===== config.mk =====
export PLATFORM = sky130hd
export DESIGN_NAME = ifs_slave
export DESIGN_NICKNAME = d
export VERILOG_FILES = /design/src/include/ifs_pkg.sv /design/src/rtl/ifs_slave.sv
export SDC_FILE = /design/constraint.sdc
export NUM_CORES = 1
export LEC_CHECK = 0
export ABC_AREA = 1
export BUFFER_PORTS_ARGS = -buffer_cell sky130_fd_sc_hd__buf_4
export CAP_MARGIN = 20
export CORE_MARGIN = 4
export CORE_UTILIZATION = 60
export CTS_CLUSTER_SIZE = 16
export DETAILED_ROUTE_END_ITERATION = 8
export PLACE_DENSITY = 0.86
export SLEW_MARGIN = 30
export SYNTH_ARGS = -nofsm -noshare
export SYNTH_HDL_FRONTEND = slang
export SYNTH_HIERARCHICAL = 1
export SYNTH_SLANG_ARGS = --single-unit

===== constraint.sdc =====
create_clock -name sys_clk -period 4.8 [get_ports sys_clk]
set_input_delay 0.96 -clock sys_clk [delete_from_list [all_inputs] [get_ports sys_clk]]
set_output_delay 0.96 -clock sys_clk [all_outputs]
set_load 0.01 [all_outputs]

===== src/include/ifs_pkg.sv =====
// constants and types for the two-wire memory slave front end
package ifs_pkg;

  // ----------------------------------------------------------------
  // slave address byte layout
  // ----------------------------------------------------------------
  localparam int         SA_TYPE_MSB = 7;
  localparam int         SA_TYPE_LSB = 4;
  localparam int         SA_SEL_MSB  = 3;
  localparam int         SA_SEL_LSB  = 2;
  localparam int         SA_PAGE_BIT = 1;
  localparam int         SA_RW_BIT   = 0;
  localparam logic [3:0] DEV_TYPE    = 4'ha;
  localparam int         HS_MSB      = 7;
  localparam int         HS_LSB      = 3;
  localparam logic [4:0] HS_CODE     = 5'h01;

  // ----------------------------------------------------------------
  // widths, counts and phases
  // ----------------------------------------------------------------
  localparam int         ADDR_W      = 17;
  localparam int         DATA_W      = 8;
  localparam int         FIFO_DEPTH  = 8;
  localparam logic [3:0] BIT_LAST    = 4'h8;
  localparam logic [3:0] BIT_PRE     = 4'h7;
  localparam logic [3:0] BIT_ZERO    = 4'h0;
  localparam logic [3:0] BIT_ONE     = 4'h1;
  localparam logic [1:0] PH_ADDR_HI  = 2'h0;
  localparam logic [1:0] PH_ADDR_LO  = 2'h1;
  localparam logic [1:0] PH_DATA     = 2'h2;
  localparam logic [ADDR_W-1:0] ADDR_RST = 17'h00000;
  localparam logic [ADDR_W-1:0] ADDR_ONE = 17'h00001;

  // ----------------------------------------------------------------
  // types
  // ----------------------------------------------------------------
  typedef enum logic [2:0] {
    ST_IDLE = 3'h0,
    ST_SLAVE = 3'h1,
    ST_RX   = 3'h2,
    ST_ACK  = 3'h3,
    ST_TX   = 3'h4,
    ST_MACK = 3'h5
  } ifs_state_t;

  typedef struct packed {
    logic [ADDR_W-1:0] addr;
    logic [DATA_W-1:0] data;
  } ifs_wr_t;

  localparam int WR_W = ADDR_W + DATA_W;

endpackage


===== src/rtl/ifs_slave.sv =====
// two-wire slave front end with its write buffer
`timescale 1ns/1ps
// Notes on behaviour
// - first byte after start is slave address
// - respond only when type bits are 1010
// - select bits must match select pins
// - page bit becomes memory address bit 16
// - low bit one reads, zero writes
// - stop: data rises while clock high
// - stop abandons any operation
// - start: data falls while clock high
// - start aborts, expects new slave address
// - sample on clock rise, drive on fall
// - data steady while clock high
// - receiver pulls data low in ninth clock
// - missing acknowledge ends the operation
// - reads continue while master acknowledges
// - master code 00001 enters high speed
// - stop leaves high speed mode
// - all transfers unchanged in high speed
// - write protect high blocks all writes
// - select pins default low when open
// - address is page bit plus two bytes
// - ready again at once after writes
// - address increments per byte, wraps
// - protected writes unacknowledged, address held
// - bytes travel most significant bit first
// - write commits at eighth bit, before ack

// ------------------------------------------------------------------
// write buffer
// ------------------------------------------------------------------
module ifs_fifo #(
  parameter int W = 8,
  parameter int D = 8
) (
  // clock and reset
  input  wire logic         sys_clk,
  input  wire logic         rst_n,
  // filling side
  input  wire logic         in_valid,
  output logic              in_ready,
  input  wire logic [W-1:0] in_data,
  // draining side
  output logic              out_valid,
  input  wire logic         out_ready,
  output logic [W-1:0]      out_data
);

  localparam int AW = $clog2(D);

  typedef struct packed {
    logic [D-1:0][W-1:0] mem;
    logic [AW:0]         wp;
    logic [AW:0]         rp;
    logic                ov;
    logic [W-1:0]        head;
  } ifs_fifo_t;

  ifs_fifo_t r;
  ifs_fifo_t next_r;
  logic      full;
  logic      empty;

  // pointers carry one extra bit so full and empty differ
  assign full      = (r.wp[AW-1:0] == r.rp[AW-1:0]) && (r.wp[AW] != r.rp[AW]);
  assign empty     = (r.wp == r.rp);
  assign in_ready  = ~full;
  // head and valid are flops so the array port sees no logic
  assign out_valid = r.ov;
  assign out_data  = r.head;

  always_comb begin
    next_r = r;
    if (in_valid && !full) begin
      next_r.mem[r.wp[AW-1:0]] = in_data;
      next_r.wp = r.wp + 1'b1;
    end
    if (out_ready && !empty) begin
      next_r.rp = r.rp + 1'b1;
    end
    next_r.ov   = (next_r.wp != next_r.rp);
    next_r.head = next_r.mem[next_r.rp[AW-1:0]];
  end

  always_ff @(posedge sys_clk) begin
    if (!rst_n) begin
      r.mem  <= '0;
      r.wp   <= '0;
      r.rp   <= '0;
      r.ov   <= 1'b0;
      r.head <= '0;
    end else begin
      r <= next_r;
    end
  end

endmodule

// ------------------------------------------------------------------
// slave front end
// ------------------------------------------------------------------
module ifs_slave (
  // clock and reset
  input  wire logic                         sys_clk,
  input  wire logic                         rst_n,
  // bus pins
  input  wire logic                         scl_in,
  input  wire logic                         sda_in,
  output logic                              sda_out,
  output logic                              sda_oe_n,
  // straps
  input  wire logic [1:0]                   device_select_pins,
  input  wire logic                         write_protect,
  // status
  output logic                              hs_mode,
  // array read port, data returned one cycle after the request
  output logic                              mem_rd_req,
  output logic [ifs_pkg::ADDR_W-1:0]        mem_rd_addr,
  input  wire logic [ifs_pkg::DATA_W-1:0]   mem_rd_data,
  // array write port
  output logic                              mem_wr_valid,
  input  wire logic                         mem_wr_ready,
  output logic [ifs_pkg::ADDR_W-1:0]        mem_wr_addr,
  output logic [ifs_pkg::DATA_W-1:0]        mem_wr_data
);

  typedef struct packed {
    logic [2:0]                 scl_s;
    logic [2:0]                 sda_s;
    logic [1:0]                 dsel_m;
    logic [1:0]                 dsel;
    logic                       wp_m;
    logic                       wp;
    ifs_pkg::ifs_state_t        st;
    logic [3:0]                 cnt;
    logic [7:0]                 sh;
    logic [1:0]                 phase;
    logic [ifs_pkg::ADDR_W-1:0] addr;
    logic                       to_tx;
    logic                       ack_ok;
    logic                       mack;
    logic                       hs;
    logic                       sda_oe_n;
    logic                       sda_out;
    logic                       rd_need;
    logic                       rd_req;
    logic                       rd_wait;
    logic [7:0]                 rd_buf;
  } ifs_regs_t;

  ifs_regs_t        r;
  ifs_regs_t        next_r;
  logic             push;
  logic             fifo_ready;
  logic             fifo_valid;
  ifs_pkg::ifs_wr_t push_data;
  ifs_pkg::ifs_wr_t pop_data;

  // wraps from the top address to zero by plain overflow
  function automatic logic [ifs_pkg::ADDR_W-1:0] addr_inc(
    input logic [ifs_pkg::ADDR_W-1:0] a
  );
    addr_inc = a + ifs_pkg::ADDR_ONE;
  endfunction

  // ----------------------------------------------------------------
  // write buffer between the bus and the array
  // ----------------------------------------------------------------
  ifs_fifo #(
    .W (ifs_pkg::WR_W),
    .D (ifs_pkg::FIFO_DEPTH)
  ) u_fifo (
    .sys_clk   (sys_clk),
    .rst_n     (rst_n),
    .in_valid  (push),
    .in_ready  (fifo_ready),
    .in_data   (push_data),
    .out_valid (fifo_valid),
    .out_ready (mem_wr_ready),
    .out_data  (pop_data)
  );

  assign mem_wr_valid = fifo_valid;
  assign mem_wr_addr  = pop_data.addr;
  assign mem_wr_data  = pop_data.data;
  assign sda_out      = r.sda_out;
  assign sda_oe_n     = r.sda_oe_n;
  assign hs_mode      = r.hs;
  assign mem_rd_req   = r.rd_req;
  assign mem_rd_addr  = r.addr;

  // ----------------------------------------------------------------
  // protocol engine
  // ----------------------------------------------------------------
  always_comb begin
    logic       scl_rise;
    logic       scl_fall;
    logic       scl_high;
    logic       start;
    logic       stop;
    logic [7:0] b;
    next_r    = r;
    push      = 1'b0;
    push_data = '0;
    // stage 0 feeds only stage 1; stages 1 and 2 find edges
    next_r.scl_s  = {r.scl_s[1:0], scl_in};
    next_r.sda_s  = {r.sda_s[1:0], sda_in};
    next_r.dsel_m = device_select_pins;
    next_r.dsel   = r.dsel_m;
    next_r.wp_m   = write_protect;
    next_r.wp     = r.wp_m;
    next_r.rd_req = 1'b0;
    scl_rise = r.scl_s[1] & ~r.scl_s[2];
    scl_fall = ~r.scl_s[1] & r.scl_s[2];
    scl_high = r.scl_s[1] & r.scl_s[2];
    start    = scl_high & ~r.sda_s[1] & r.sda_s[2];
    stop     = scl_high & r.sda_s[1] & ~r.sda_s[2];
    b        = {r.sh[6:0], r.sda_s[1]};

    // array answers one cycle after the request, so wait a cycle
    next_r.rd_wait = r.rd_req;
    if (r.rd_wait) begin
      next_r.rd_buf = mem_rd_data;
    end
    // reads wait for queued writes so they see fresh data
    if (r.rd_need && !fifo_valid) begin
      next_r.rd_req  = 1'b1;
      next_r.rd_need = 1'b0;
    end

    if (stop) begin
      next_r.st       = ifs_pkg::ST_IDLE;
      next_r.hs       = 1'b0;
      next_r.sda_oe_n = 1'b1;
      next_r.rd_need  = 1'b0;
    end else if (start) begin
      next_r.st       = ifs_pkg::ST_SLAVE;
      next_r.cnt      = ifs_pkg::BIT_ZERO;
      next_r.sda_oe_n = 1'b1;
      next_r.rd_need  = 1'b0;
    end else begin
      case (r.st)
        ifs_pkg::ST_IDLE: begin
          next_r.sda_oe_n = 1'b1;
        end
        ifs_pkg::ST_SLAVE: begin
          if (scl_rise) begin
            next_r.sh  = b;
            next_r.cnt = r.cnt + 1'b1;
            if (r.cnt == ifs_pkg::BIT_PRE) begin
              next_r.ack_ok = 1'b0;
              if (b[ifs_pkg::HS_MSB:ifs_pkg::HS_LSB] == ifs_pkg::HS_CODE)
              begin
                // master code is never acknowledged
                next_r.hs = 1'b1;
              end else if (
                  b[ifs_pkg::SA_TYPE_MSB:ifs_pkg::SA_TYPE_LSB]
                    == ifs_pkg::DEV_TYPE &&
                  b[ifs_pkg::SA_SEL_MSB:ifs_pkg::SA_SEL_LSB]
                    == r.dsel) begin
                next_r.ack_ok = 1'b1;
                next_r.addr[ifs_pkg::ADDR_W-1] =
                  b[ifs_pkg::SA_PAGE_BIT];
                next_r.to_tx = b[ifs_pkg::SA_RW_BIT];
                next_r.rd_need = b[ifs_pkg::SA_RW_BIT];
                next_r.phase = ifs_pkg::PH_ADDR_HI;
              end
            end
          end else if (scl_fall && r.cnt == ifs_pkg::BIT_LAST) begin
            next_r.st       = ifs_pkg::ST_ACK;
            next_r.sda_oe_n = ~r.ack_ok;
          end
        end
        ifs_pkg::ST_RX: begin
          if (scl_rise) begin
            next_r.sh  = b;
            next_r.cnt = r.cnt + 1'b1;
            if (r.cnt == ifs_pkg::BIT_PRE) begin
              next_r.ack_ok = 1'b1;
              case (r.phase)
                ifs_pkg::PH_ADDR_HI: begin
                  next_r.addr[15:8] = b;
                  next_r.phase      = ifs_pkg::PH_ADDR_LO;
                end
                ifs_pkg::PH_ADDR_LO: begin
                  next_r.addr[7:0] = b;
                  next_r.phase     = ifs_pkg::PH_DATA;
                end
                default: begin
                  // a full buffer refuses the byte like protection
                  if (!r.wp && fifo_ready) begin
                    push           = 1'b1;
                    push_data.addr = r.addr;
                    push_data.data = b;
                    next_r.addr    = addr_inc(r.addr);
                  end else begin
                    next_r.ack_ok = 1'b0;
                  end
                end
              endcase
            end
          end else if (scl_fall && r.cnt == ifs_pkg::BIT_LAST) begin
            next_r.st       = ifs_pkg::ST_ACK;
            next_r.sda_oe_n = ~r.ack_ok;
          end
        end
        ifs_pkg::ST_ACK: begin
          if (scl_fall) begin
            next_r.sda_oe_n = 1'b1;
            next_r.cnt      = ifs_pkg::BIT_ZERO;
            if (!r.ack_ok) begin
              next_r.st = ifs_pkg::ST_IDLE;
            end else if (r.to_tx) begin
              next_r.st       = ifs_pkg::ST_TX;
              next_r.sh       = {r.rd_buf[6:0], 1'b0};
              next_r.sda_oe_n = r.rd_buf[7];
              next_r.cnt      = ifs_pkg::BIT_ONE;
            end else begin
              next_r.st = ifs_pkg::ST_RX;
            end
          end
        end
        ifs_pkg::ST_TX: begin
          if (scl_fall) begin
            if (r.cnt == ifs_pkg::BIT_LAST) begin
              // release for the master's acknowledge slot
              next_r.sda_oe_n = 1'b1;
              next_r.st       = ifs_pkg::ST_MACK;
              next_r.addr     = addr_inc(r.addr);
              next_r.rd_need  = 1'b1;
            end else begin
              next_r.sda_oe_n = r.sh[7];
              next_r.sh       = {r.sh[6:0], 1'b0};
              next_r.cnt      = r.cnt + 1'b1;
            end
          end
        end
        ifs_pkg::ST_MACK: begin
          if (scl_rise) begin
            next_r.mack = ~r.sda_s[1];
          end else if (scl_fall) begin
            if (r.mack) begin
              next_r.st       = ifs_pkg::ST_TX;
              next_r.sh       = {r.rd_buf[6:0], 1'b0};
              next_r.sda_oe_n = r.rd_buf[7];
              next_r.cnt      = ifs_pkg::BIT_ONE;
            end else begin
              next_r.st = ifs_pkg::ST_IDLE;
            end
          end
        end
        default: begin
          next_r.st       = ifs_pkg::ST_IDLE;
          next_r.sda_oe_n = 1'b1;
        end
      endcase
    end
  end

  always_ff @(posedge sys_clk) begin
    if (!rst_n) begin
      r.scl_s    <= 3'h7;
      r.sda_s    <= 3'h7;
      r.dsel_m   <= 2'h0;
      r.dsel     <= 2'h0;
      r.wp_m     <= 1'b0;
      r.wp       <= 1'b0;
      r.st       <= ifs_pkg::ST_IDLE;
      r.cnt      <= ifs_pkg::BIT_ZERO;
      r.sh       <= 8'h00;
      r.phase    <= ifs_pkg::PH_ADDR_HI;
      r.addr     <= ifs_pkg::ADDR_RST;
      r.to_tx    <= 1'b0;
      r.ack_ok   <= 1'b0;
      r.mack     <= 1'b0;
      r.hs       <= 1'b0;
      r.sda_oe_n <= 1'b1;
      r.sda_out  <= 1'b0;
      r.rd_need  <= 1'b0;
      r.rd_req   <= 1'b0;
      r.rd_wait  <= 1'b0;
      r.rd_buf   <= 8'h00;
    end else begin
      r <= next_r;
    end
  end

endmodule


After elaboration in Yosys (flattened, before gate mapping)
Index checks and enable logic that the tools add are counted.

operators by class
  add/subtract/negate cells = 4
  $mul = 0
  div/mod/pow operators = 0
  order comparisons = 3
  equal/unequal tests = 51
  shift operators = 0
  multiplexer cells = 84
  bitwise gates (word level) = 18
  reductions and logical operators = 36

operators with widths
  cell                                                              count
  25-bit two-way mux                                                9
  204-bit two-way mux                                               1
  200-bit bitwise mux                                               1
  17-bit two-way mux                                                6
  25-bit binary-select mux with 3-bit select                        1
  25-bit demux with 3-bit select                                    1
  15-bit two-way mux                                                5
  12-bit one-hot mux with 5 select lines                            1
  2-bit != test (second input constant)                             20
  16-bit one-hot mux with 2 select lines                            1
  8-bit one-hot mux with 2 select lines                             2
  1-bit two-way mux                                                 31
  31-bit two-way mux                                                1
  3-bit != test (second input constant)                             10
  3-bit two-way mux                                                 9
  13-bit AND reduction                                              2
  12-bit two-way mux                                                2
  7-bit AND reduction                                               3
  10-bit AND reduction                                              2
  19-bit two-way mux                                                1
  9-bit two-way mux                                                 2
  9-bit AND reduction                                               2
  17-bit by 1-bit adder with 17-bit output (second input constant)  1
  8-bit AND reduction                                               2
  other kinds (41)                                                  80

storage, ports and cells
  flip-flop bits (word level) = 296
  latch bits = 0
  bits in writable memories = 0
  bits in read-only memories = 0
  bits of input ports = 16
  word-level logic and storage cells = 231
  memories = 0

Logic depth before layout (Yosys ltp)
Gate-level depths: netlist of run 1.

  depth in word-level cells = 15
  gate-level depth with buffers = 22
  mapped depth without buffers = 17

Modules after synthesis
The synthesis of run 1 kept the hierarchy.

by module, submodules not included
  module     times used  cells an instance  area each (um^2)  sequential area each (um^2)
  ifs_fifo   1           2275               13575.5           4684.5
  ifs_slave  1           614                3764.9            1241.2

Worst setup path after synthesis of run 1
Ideal clock, no wire load.

  kind = reg2reg
  start point = register u_fifo/r[31] in the netlist's numbering
  end point = register u_fifo.r, in the netlist u_fifo/out_data[2]
  library setup time = 0.058 ns
  data arrival time = 2.978 ns
  required time = 4.742 ns
  setup slack = 1.764 ns
  stages on the path, launching flop included = 22
  buffers on the path = 6
  period minus slack after synthesis = 3.036 ns
  path through = dfxtp_1 > buf_6 > inv_2 > nand2_1 > nand2_1 > inv_1 > nand4_2 > buf_4 > buf_2 > nand2_1 > nor3_1 > nand4_1 > clkbuf_1 > inv_1 > clkbuf_1 > clkbuf_1 > nand3_1 > nand2_1 > nand2_1 > nand3_1 > nand3_1 > nand2_1

on the way
  longest elaborated chain between the ends = 15
  elaborated cells between the ends (all ways) = 33
  classes of those cells = order compare: 2; eq/ne: 2; mux: 21; bitwise: 1; reduce/logical: 7

RTL lines
  item                                        RTL line          RTL
  from (decl)                                 ifs_slave.sv:60   ifs_fifo_t r;
  from (signal assigned)                      ifs_slave.sv:94   r <= next_r;
  3-bit equality test                         ifs_slave.sv:66   assign full = (r.wp[AW-1:0] == r.rp[AW-1:0]) && (r.wp[AW] != r.rp[AW]);
  1-bit logical AND                           ifs_slave.sv:66
  1-bit inverter                              ifs_slave.sv:68   assign in_ready = ~full;
  named net fifo_ready                        ifs_slave.sv:155  logic fifo_ready;
  1-bit logical AND                           ifs_slave.sv:292  if (!r.wp && fifo_ready) begin
  1-bit two-way mux                           ifs_slave.sv:292
  1-bit two-way mux                           ifs_slave.sv:281  case (r.phase)
  1-bit two-way mux                           ifs_slave.sv:279  if (r.cnt == ifs_pkg::BIT_PRE) begin
  1-bit two-way mux                           ifs_slave.sv:276  if (scl_rise) begin
  1-bit two-way mux                           ifs_slave.sv:243  case (r.st)
  1-bit two-way mux                           ifs_slave.sv:237  end else if (start) begin
  1-bit two-way mux                           ifs_slave.sv:232  if (stop) begin
  named net push                              ifs_slave.sv:154  logic push;
  1-bit logical AND                           ifs_slave.sv:75   if (in_valid && !full) begin
  204-bit two-way mux                         ifs_slave.sv:75
  25-bit binary-select mux with 3-bit select  ifs_slave.sv:83   next_r.head = next_r.mem[next_r.rp[AW-1:0]];
  25-bit two-way mux (implied by the code)    ifs_slave.sv:83

The timed path passes the listed nets, and every way through them passes these cells. The select of a mux whose other input is x is not followed.
A chain may end at the register's enable or synchronous reset.

Worst setup path after layout of run 1
  start point = register u_fifo/r[30] in the netlist's numbering
  end point = register u_fifo.r, in the netlist u_fifo/out_data[9]

on the way
  longest elaborated chain between the ends = 15
  elaborated cells between the ends (all ways) = 33
  classes of those cells = order compare: 2; eq/ne: 2; mux: 21; bitwise: 1; reduce/logical: 7

RTL lines
  item                                                             RTL line
  3-bit equality test *                                            ifs_slave.sv:66
  1-bit logical AND *                                              ifs_slave.sv:66
  1-bit inverter *                                                 ifs_slave.sv:68
  named net fifo_ready                                             ifs_slave.sv:155
  1-bit logical AND *                                              ifs_slave.sv:292
  25-bit two-way mux / 1-bit two-way mux (equally long branches)   ifs_slave.sv:292
  25-bit two-way mux / 1-bit two-way mux (equally long branches)   ifs_slave.sv:281
  25-bit two-way mux / 1-bit two-way mux (equally long branches)   ifs_slave.sv:279
  25-bit two-way mux / 1-bit two-way mux (equally long branches)   ifs_slave.sv:276
  25-bit two-way mux / 1-bit two-way mux (equally long branches)   ifs_slave.sv:243
  25-bit two-way mux / 1-bit two-way mux (equally long branches)   ifs_slave.sv:237
  25-bit two-way mux / 1-bit two-way mux (equally long branches)   ifs_slave.sv:232
  200-bit bitwise mux / 1-bit logical AND (equally long branches)  ifs_slave.sv:76, ifs_slave.sv:75
  204-bit two-way mux *                                            ifs_slave.sv:75
  25-bit binary-select mux with 3-bit select *                     ifs_slave.sv:83
  25-bit two-way mux (implied by the code) *                       ifs_slave.sv:83

Mark *: on every way through the listed nets, which the timed path passes. The rest lies on a longest branch. The select of a mux whose other input is x is not followed.

==> impl_metrics.tcl, run 1 <==
set metrics [dict create \
    status "complete, no violations" \
    slew_violations 0 \
    synth.area.top_cells "dfxtp_1 (34%), nand2_1 (19%), o21ai_0 (11%)" \
    syn_area_mm2 0.0173 \
    hold_path_class "register to register" \
    grt_start_max_net_pins 154 \
    antenna_found_initial 0 \
    rsz0062_at_grt "no" \
    port_buffers 61 \
    rr_worst_depth 12 \
    period_share_pct 76.1 \
    rows 61 \
    place_ws_ns 1.36 \
    root_buffer "clkbuf_16" \
    synth_top_area_cell "dfxtp_1" \
    drc_errors 0 \
    setup_viol 0 \
    drive_gt1_share_pct 6.36 \
    n_fill_cell 2489 \
    worstMarginPinSlew_ns 1.01 \
    fin_nets 2813 \
    vdd_ir_drop_max_v 0.000233 \
    synth.distinct_cells 38 \
    cp-startpoint "u_fifo/r[30]" \
    cts_max_level 2 \
    finalHoldViolations 0 \
    slew_headroom_pct 32.4 \
    track_usage_pct 29.6 \
    end_kind "register" \
    num_vias 17700 \
    place.gp.congestion 0.920 \
    cts_buffer_depth 3 \
    fmax_ghz 0.274 \
    final_cell_mix "nand2_1 (871), inv_1 (413), o21ai_0 (374)" \
    cts_sinks 296 \
    detail_route.wl_per_cell_um 15.0 \
    grt_pass1_vias 16200 \
    ctsHoldBuffers 0 \
    ys_ff_latch 296 \
    cap_violations 0 \
    leakage_nw 6.88 \
    fin_util_pct 65.1 \
    powerDensity_mw_per_mm2 318 \
    tns_ns 0 \
    r2r-end "u_fifo/out_data[9]" \
    fp.coreArea_mm2 0.0282 \
    path_class "register to register" \
    post-route-min-period_ns 3.65 \
    yosys_warnings 6 \
    wl_um 48000 \
    die_h_um 178 \
    synth-seq-area-share_pct 34.2 \
    synth_top_cell_area_share_pct 34.2 \
    routed_via_density 5.56 \
    dp_hpwl_um 28900 \
    post_synth.cell_area_avg_um2 6.00 \
    synth-edff-count 0 \
    ant_nets 0 \
    crit_arrival_ns 4.10 \
    grt-ovfl-total 0 \
    cts_resized 0 \
    io_pins 63 \
    drt_first_pass_iters 9 \
    cp-start-kind "register" \
    synthCells 2889 \
    syn_nets 2910 \
    finalClockSkew_ns 0.0242 \
    final_common_cell "nand2_1" \
    path_max_fanout 153 \
    rrSetupSlack_ns 1.15 \
    clk_latency_ns 0.52 \
    cts_setup_buffers 0 \
    area_growth_pct 5.77 \
    tritoncts "built" \
    r2r-start "u_fifo/r[30]" \
    drt_iter0_drc 1910 \
    critical_path.endpoint "u_fifo/out_data[9]" \
    die_x_um 178 \
    setup_slack_ns 1.15 \
    synthFlopType "dfxtp_1" \
    start_util_pct 61.6 \
    numCtsBuffers 34 \
    clk_pin_slew_ns 0.06 \
    diodes 0 \
    die-area_mm2 0.0317 \
    grt_pass1_wl_um 78100 \
    async_flop_share_pct 0 \
    crit_required_ns 5.25 \
]
==> stage by stage <==
| step | instance area, um^2 | hold slack, ns | cells | power, mW |
|---|---|---|---|---|
| finish | 18300 | 0.415 | 3192 | 5.83 |
| global placement | 17300 | 0.399 | 3134 | 3.38 |
| CTS | 18300 | 0.416 | 3192 | 5.85 |
| floorplan | 17300 | 0.390 | 2889 | 3.22 |
| detailed placement | 17300 | 0.403 | 3134 | 3.40 |
| global route | 18300 | 0.446 | 3192 | 6.06 |
==> final cells by class <==
type / count / area, um^2 / area share, %
Timing Repair Buffer: 77 / 616 / 3.36
Clock inverter: 8 / 47.5 / 0.259
Multi-Input combinational cell: 1958 / 8670 / 47.3
Tap cell: 378 / 473 / 2.58
Inverter: 425 / 1610 / 8.75
Sequential cell: 296 / 5930 / 32.3
Clock buffer: 50 / 1000 / 5.46
==> cells in the mapped netlist (8+ instances only) <==
library cell	n
o21ai_1	17
xor2_1	8
inv_1	415
o21ai_0	374
a21oi_1	94
nand3_1	264
buf_2	41
nor2_2	8
dfxtp_1	296
inv_2	8
nand2_1	875
buf_4	70
nor2_1	263
clkbuf_1	75
buf_6	18
==> cell families after synthesis <==
logic type	Yosys count	share of synthesized area (%)
other	1	0.0216
adders and majority gates	5	0.361
xor gates and xnor gates	9	0.455
DFF	296	34.2
AOI/OAI and AO/OA	496	14.5
and+or+nand+nor	1447	34.2
buffers and inverters	635	16.4
==> sequential cells by signal, indices dropped and copies added, names as in the netlist <==
register          cells
u_fifo/r            208
r                    35
u_fifo/out_data      25
mem_rd_addr          17
next_r                7
hs_mode               1
mem_rd_req            1
sda_oe_n              1
u_fifo/out_valid      1
==> report_power, final <==
part           internal, mW  switching [mW]
combinational         0.241           0.511
sequential             2.52          0.0869
clock                  1.45            1.03
==> how the worst min path moves through the flow <==
| stage | cells after the start | startpoint | slack (ns) | endpoint |
|---|---|---|---|---|
| detailed placement | 2 | next_r[54] | 0.40 | r[54] |
| CTS | 2 | next_r[54] | 0.42 | r[54] |
| finish | 2 | next_r[54] | 0.41 | r[54] |
| floorplan | 2 | next_r[51] | 0.39 | r[51] |
| global placement | 1 | next_r[58] | 0.40 | next_r[59] |
| global route | 1 | next_r[58] | 0.45 | next_r[59] |
==> critical path, cell delays in order (launching register included) <==
cell     delay, ns
dfxtp_1       0.64
inv_4         0.16
nand2_1       0.09
nand2_1       0.08
nand4_4       0.10
buf_4         0.60
nand2_8       0.65
buf_4         0.51
o21ai_0       0.31
nand2_1       0.08
nand3_1       0.10
nand3_1       0.07
nand2_1       0.09
==> metal layers <==
| layer | up-vias | GRT usage, % | share of wire (%) |
|---|---|---|---|
| li1 | 8739 | - | - |
| met1 | 8069 | 38.0 | 41 |
| met2 | 805 | 50.4 | 47 |
| met3 | 119 | 3.73 | 8.7 |
| met4 | 0 | 12.1 | 3.5 |
| met5 | - | 0 | 0 |
Power figures use the tool's default switching activity.
==> run 2: changes to the inputs <==
CORE_UTILIZATION = 57   (was 60)
PLACE_DENSITY = 0.85   (was 0.86)
clock period = 3.25 ns   (was 4.8 ns; I/O delays follow)
==> run 2 against run 1 <==
Compared with the run above:
- wire length up 3.0%
- non-clock buffer count is 17 higher
- hold slack worse by 0.090 ns
- largest power group unchanged
==> impl_metrics.tcl, run 2 (synthesis gave the netlist of run 1 again) <==
set metrics [dict create \
    final_cells 3220 \
    clk_pin_slew_ns 0.06 \
    end_kind "register" \
    port_buffers 61 \
    largest_reg_flops 208 \
    final_cell_area_mm2 0.0186 \
    critical_path.endpoint "u_fifo/out_data[21]" \
    placed_area_mm2 0.0175 \
    detail_route.wl_per_cell_um 15.4 \
    drt_iter0_drc 2356 \
    drive_gt1_share_pct 7.03 \
    antenna_found_initial 0 \
    rr_worst_depth 17 \
    finalHoldViolations 0 \
    cp-startpoint "u_fifo/r[27]" \
    cap_violations 0 \
    slew_headroom_pct 45.6 \
    fmax_ghz 0.331 \
    p_total_mw 8.71 \
    track_usage_pct 28.5 \
    grt_start_max_net_pins 106 \
    grt_util_met3_pct 4.21 \
    num_vias 17900 \
    cts_sinks 296 \
    finalClockSkew_ns 0.0178 \
    period_share_pct 93.0 \
    rsz0062_at_grt "no" \
    ant_nets 0 \
    crit_path_top_delay_cell "dfxtp_1" \
    path_cells "nand2_1 > nand2_1 > inv_1 > nand4_4 > nand2_1 > nor3_1 > nand4_1 > buf_4 > nor2_1 > inv_1 > o21ai_0 > inv_1 > o21ai_0 > nand2_1 > nand3_1 > nand3_1 > nand2_1" \
    leakage_nw 7.02 \
    cts_buffer_depth 3 \
    r2r-start "u_fifo/r[27]" \
    numCtsBuffers 34 \
    powerDensity_mw_per_mm2 467 \
    grt_most_used_layer "met2" \
    drt_first_pass_iters 8 \
    tns_ns 0 \
    status "complete, no violations" \
    tritoncts "built" \
    die_x_um 182 \
    vdd_ir_drop_max_v 0.000379 \
    place.gp.congestion 0.955 \
    area_growth_pct 7.47 \
    wl_um 49500 \
    start_util_pct 58.2 \
    setup_viol 0 \
    dp_hpwl_um 30100 \
    regMostFlops "u_fifo/r" \
    rrSetupSlack_ns 0.23 \
    dp_cells 3163 \
    cts_max_level 2 \
    drc_errors 0 \
    die_h_um 182 \
    hold_path_class "primary input to register" \
    grt_pass1_wl_um 80200 \
    io_pins 63 \
    r2r-end "u_fifo/out_data[21]" \
    slew_violations 0 \
    diodes 0 \
    path_class "register to register" \
    hold_depth 2 \
    final_cell_mix "nand2_1 (872), inv_1 (413), o21ai_0 (371)" \
    final_common_cell "nand2_1" \
    path_max_fanout 26 \
    met2_usage_pct 48.7 \
    grt-ovfl-total 0 \
    worstMarginPinSlew_ns 0.815 \
    rows 63 \
    grt_pass1_vias 16700 \
    cts_setup_buffers 0 \
    crit_required_ns 3.71 \
    post-route-min-period_ns 3.02 \
    cp_common_cell "nand2_1" \
    slowest_delay_ns 0.43 \
    cp-start-kind "register" \
    root_buffer "clkbuf_16" \
    use_met1_pct 35.9 \
    fp.coreArea_mm2 0.0298 \
    routed_via_density 5.57 \
    clk_latency_ns 0.51 \
    fin_nets 2832 \
    crit_arrival_ns 3.48 \
    die-area_mm2 0.0333 \
]
==> run 2: stage by stage <==
step                      setup WS (ns)  utilization, %  hold WS, ns
after global routing             0.0237            62.5        0.323
after detailed placement          0.276            58.8        0.398
final                             0.228            62.5        0.325
after CTS                         0.215            62.4        0.313
after floorplan                   0.214               -        0.390
after global placement            0.434            58.8        0.396
==> run 2: routing by layer <==
| metal | vias up | part of all wire, % | routed length, um |
|---|---|---|---|
| met5 | - | 0 | 0 |
| met4 | 0 | 3.8 | 1890 |
| met3 | 162 | 9.1 | 4510 |
| met2 | 904 | 47 | 23300 |
| met1 | 8105 | 40 | 19800 |
| li1 | 8769 | - | - |
==> run 2: where the power goes <==
group          internal (mW)  switching, mW  total, mW
Sequential              3.72          0.129       3.85
Clock                   2.22           1.51       3.73
Combinational          0.359          0.762       1.12
==> run 2: worst min path at each step <==
stage	start	end
6_report	scl_in	next_r[61]
5_1_grt	scl_in	next_r[61]
4_1_cts	scl_in	next_r[61]
3_5_place_dp	next_r[58]	next_r[59]
3_3_place_gp	next_r[58]	next_r[59]
2_1_floorplan	next_r[51]	r[51]
==> run 2: area by class of cell <==
class	instances	area, um^2
timing repair buffer	94	876
tap	390	488
clock inverter	7	72.6
inverter	425	1610
fill	2684	11200
sequential	296	5930
clock buffer	48	1000
multi-input combinational	1960	8660
==> run 2: timing repair <==
action,4_1_cts,5_1_grt
resized for setup,0,10
setup endpoints to repair,0,18
hold buffers,0,0
hold endpoints to repair,0,0
==> run 2: worst max-delay path: cells and delay by family, from the launching register on <==
family | cells | cell delay (ns)
and+or+nand+nor | 11 | 1.45
DFF | 1 | 0.43
buffers and inverters | 4 | 0.63
AOI/OAI and AO/OA | 2 | 0.46
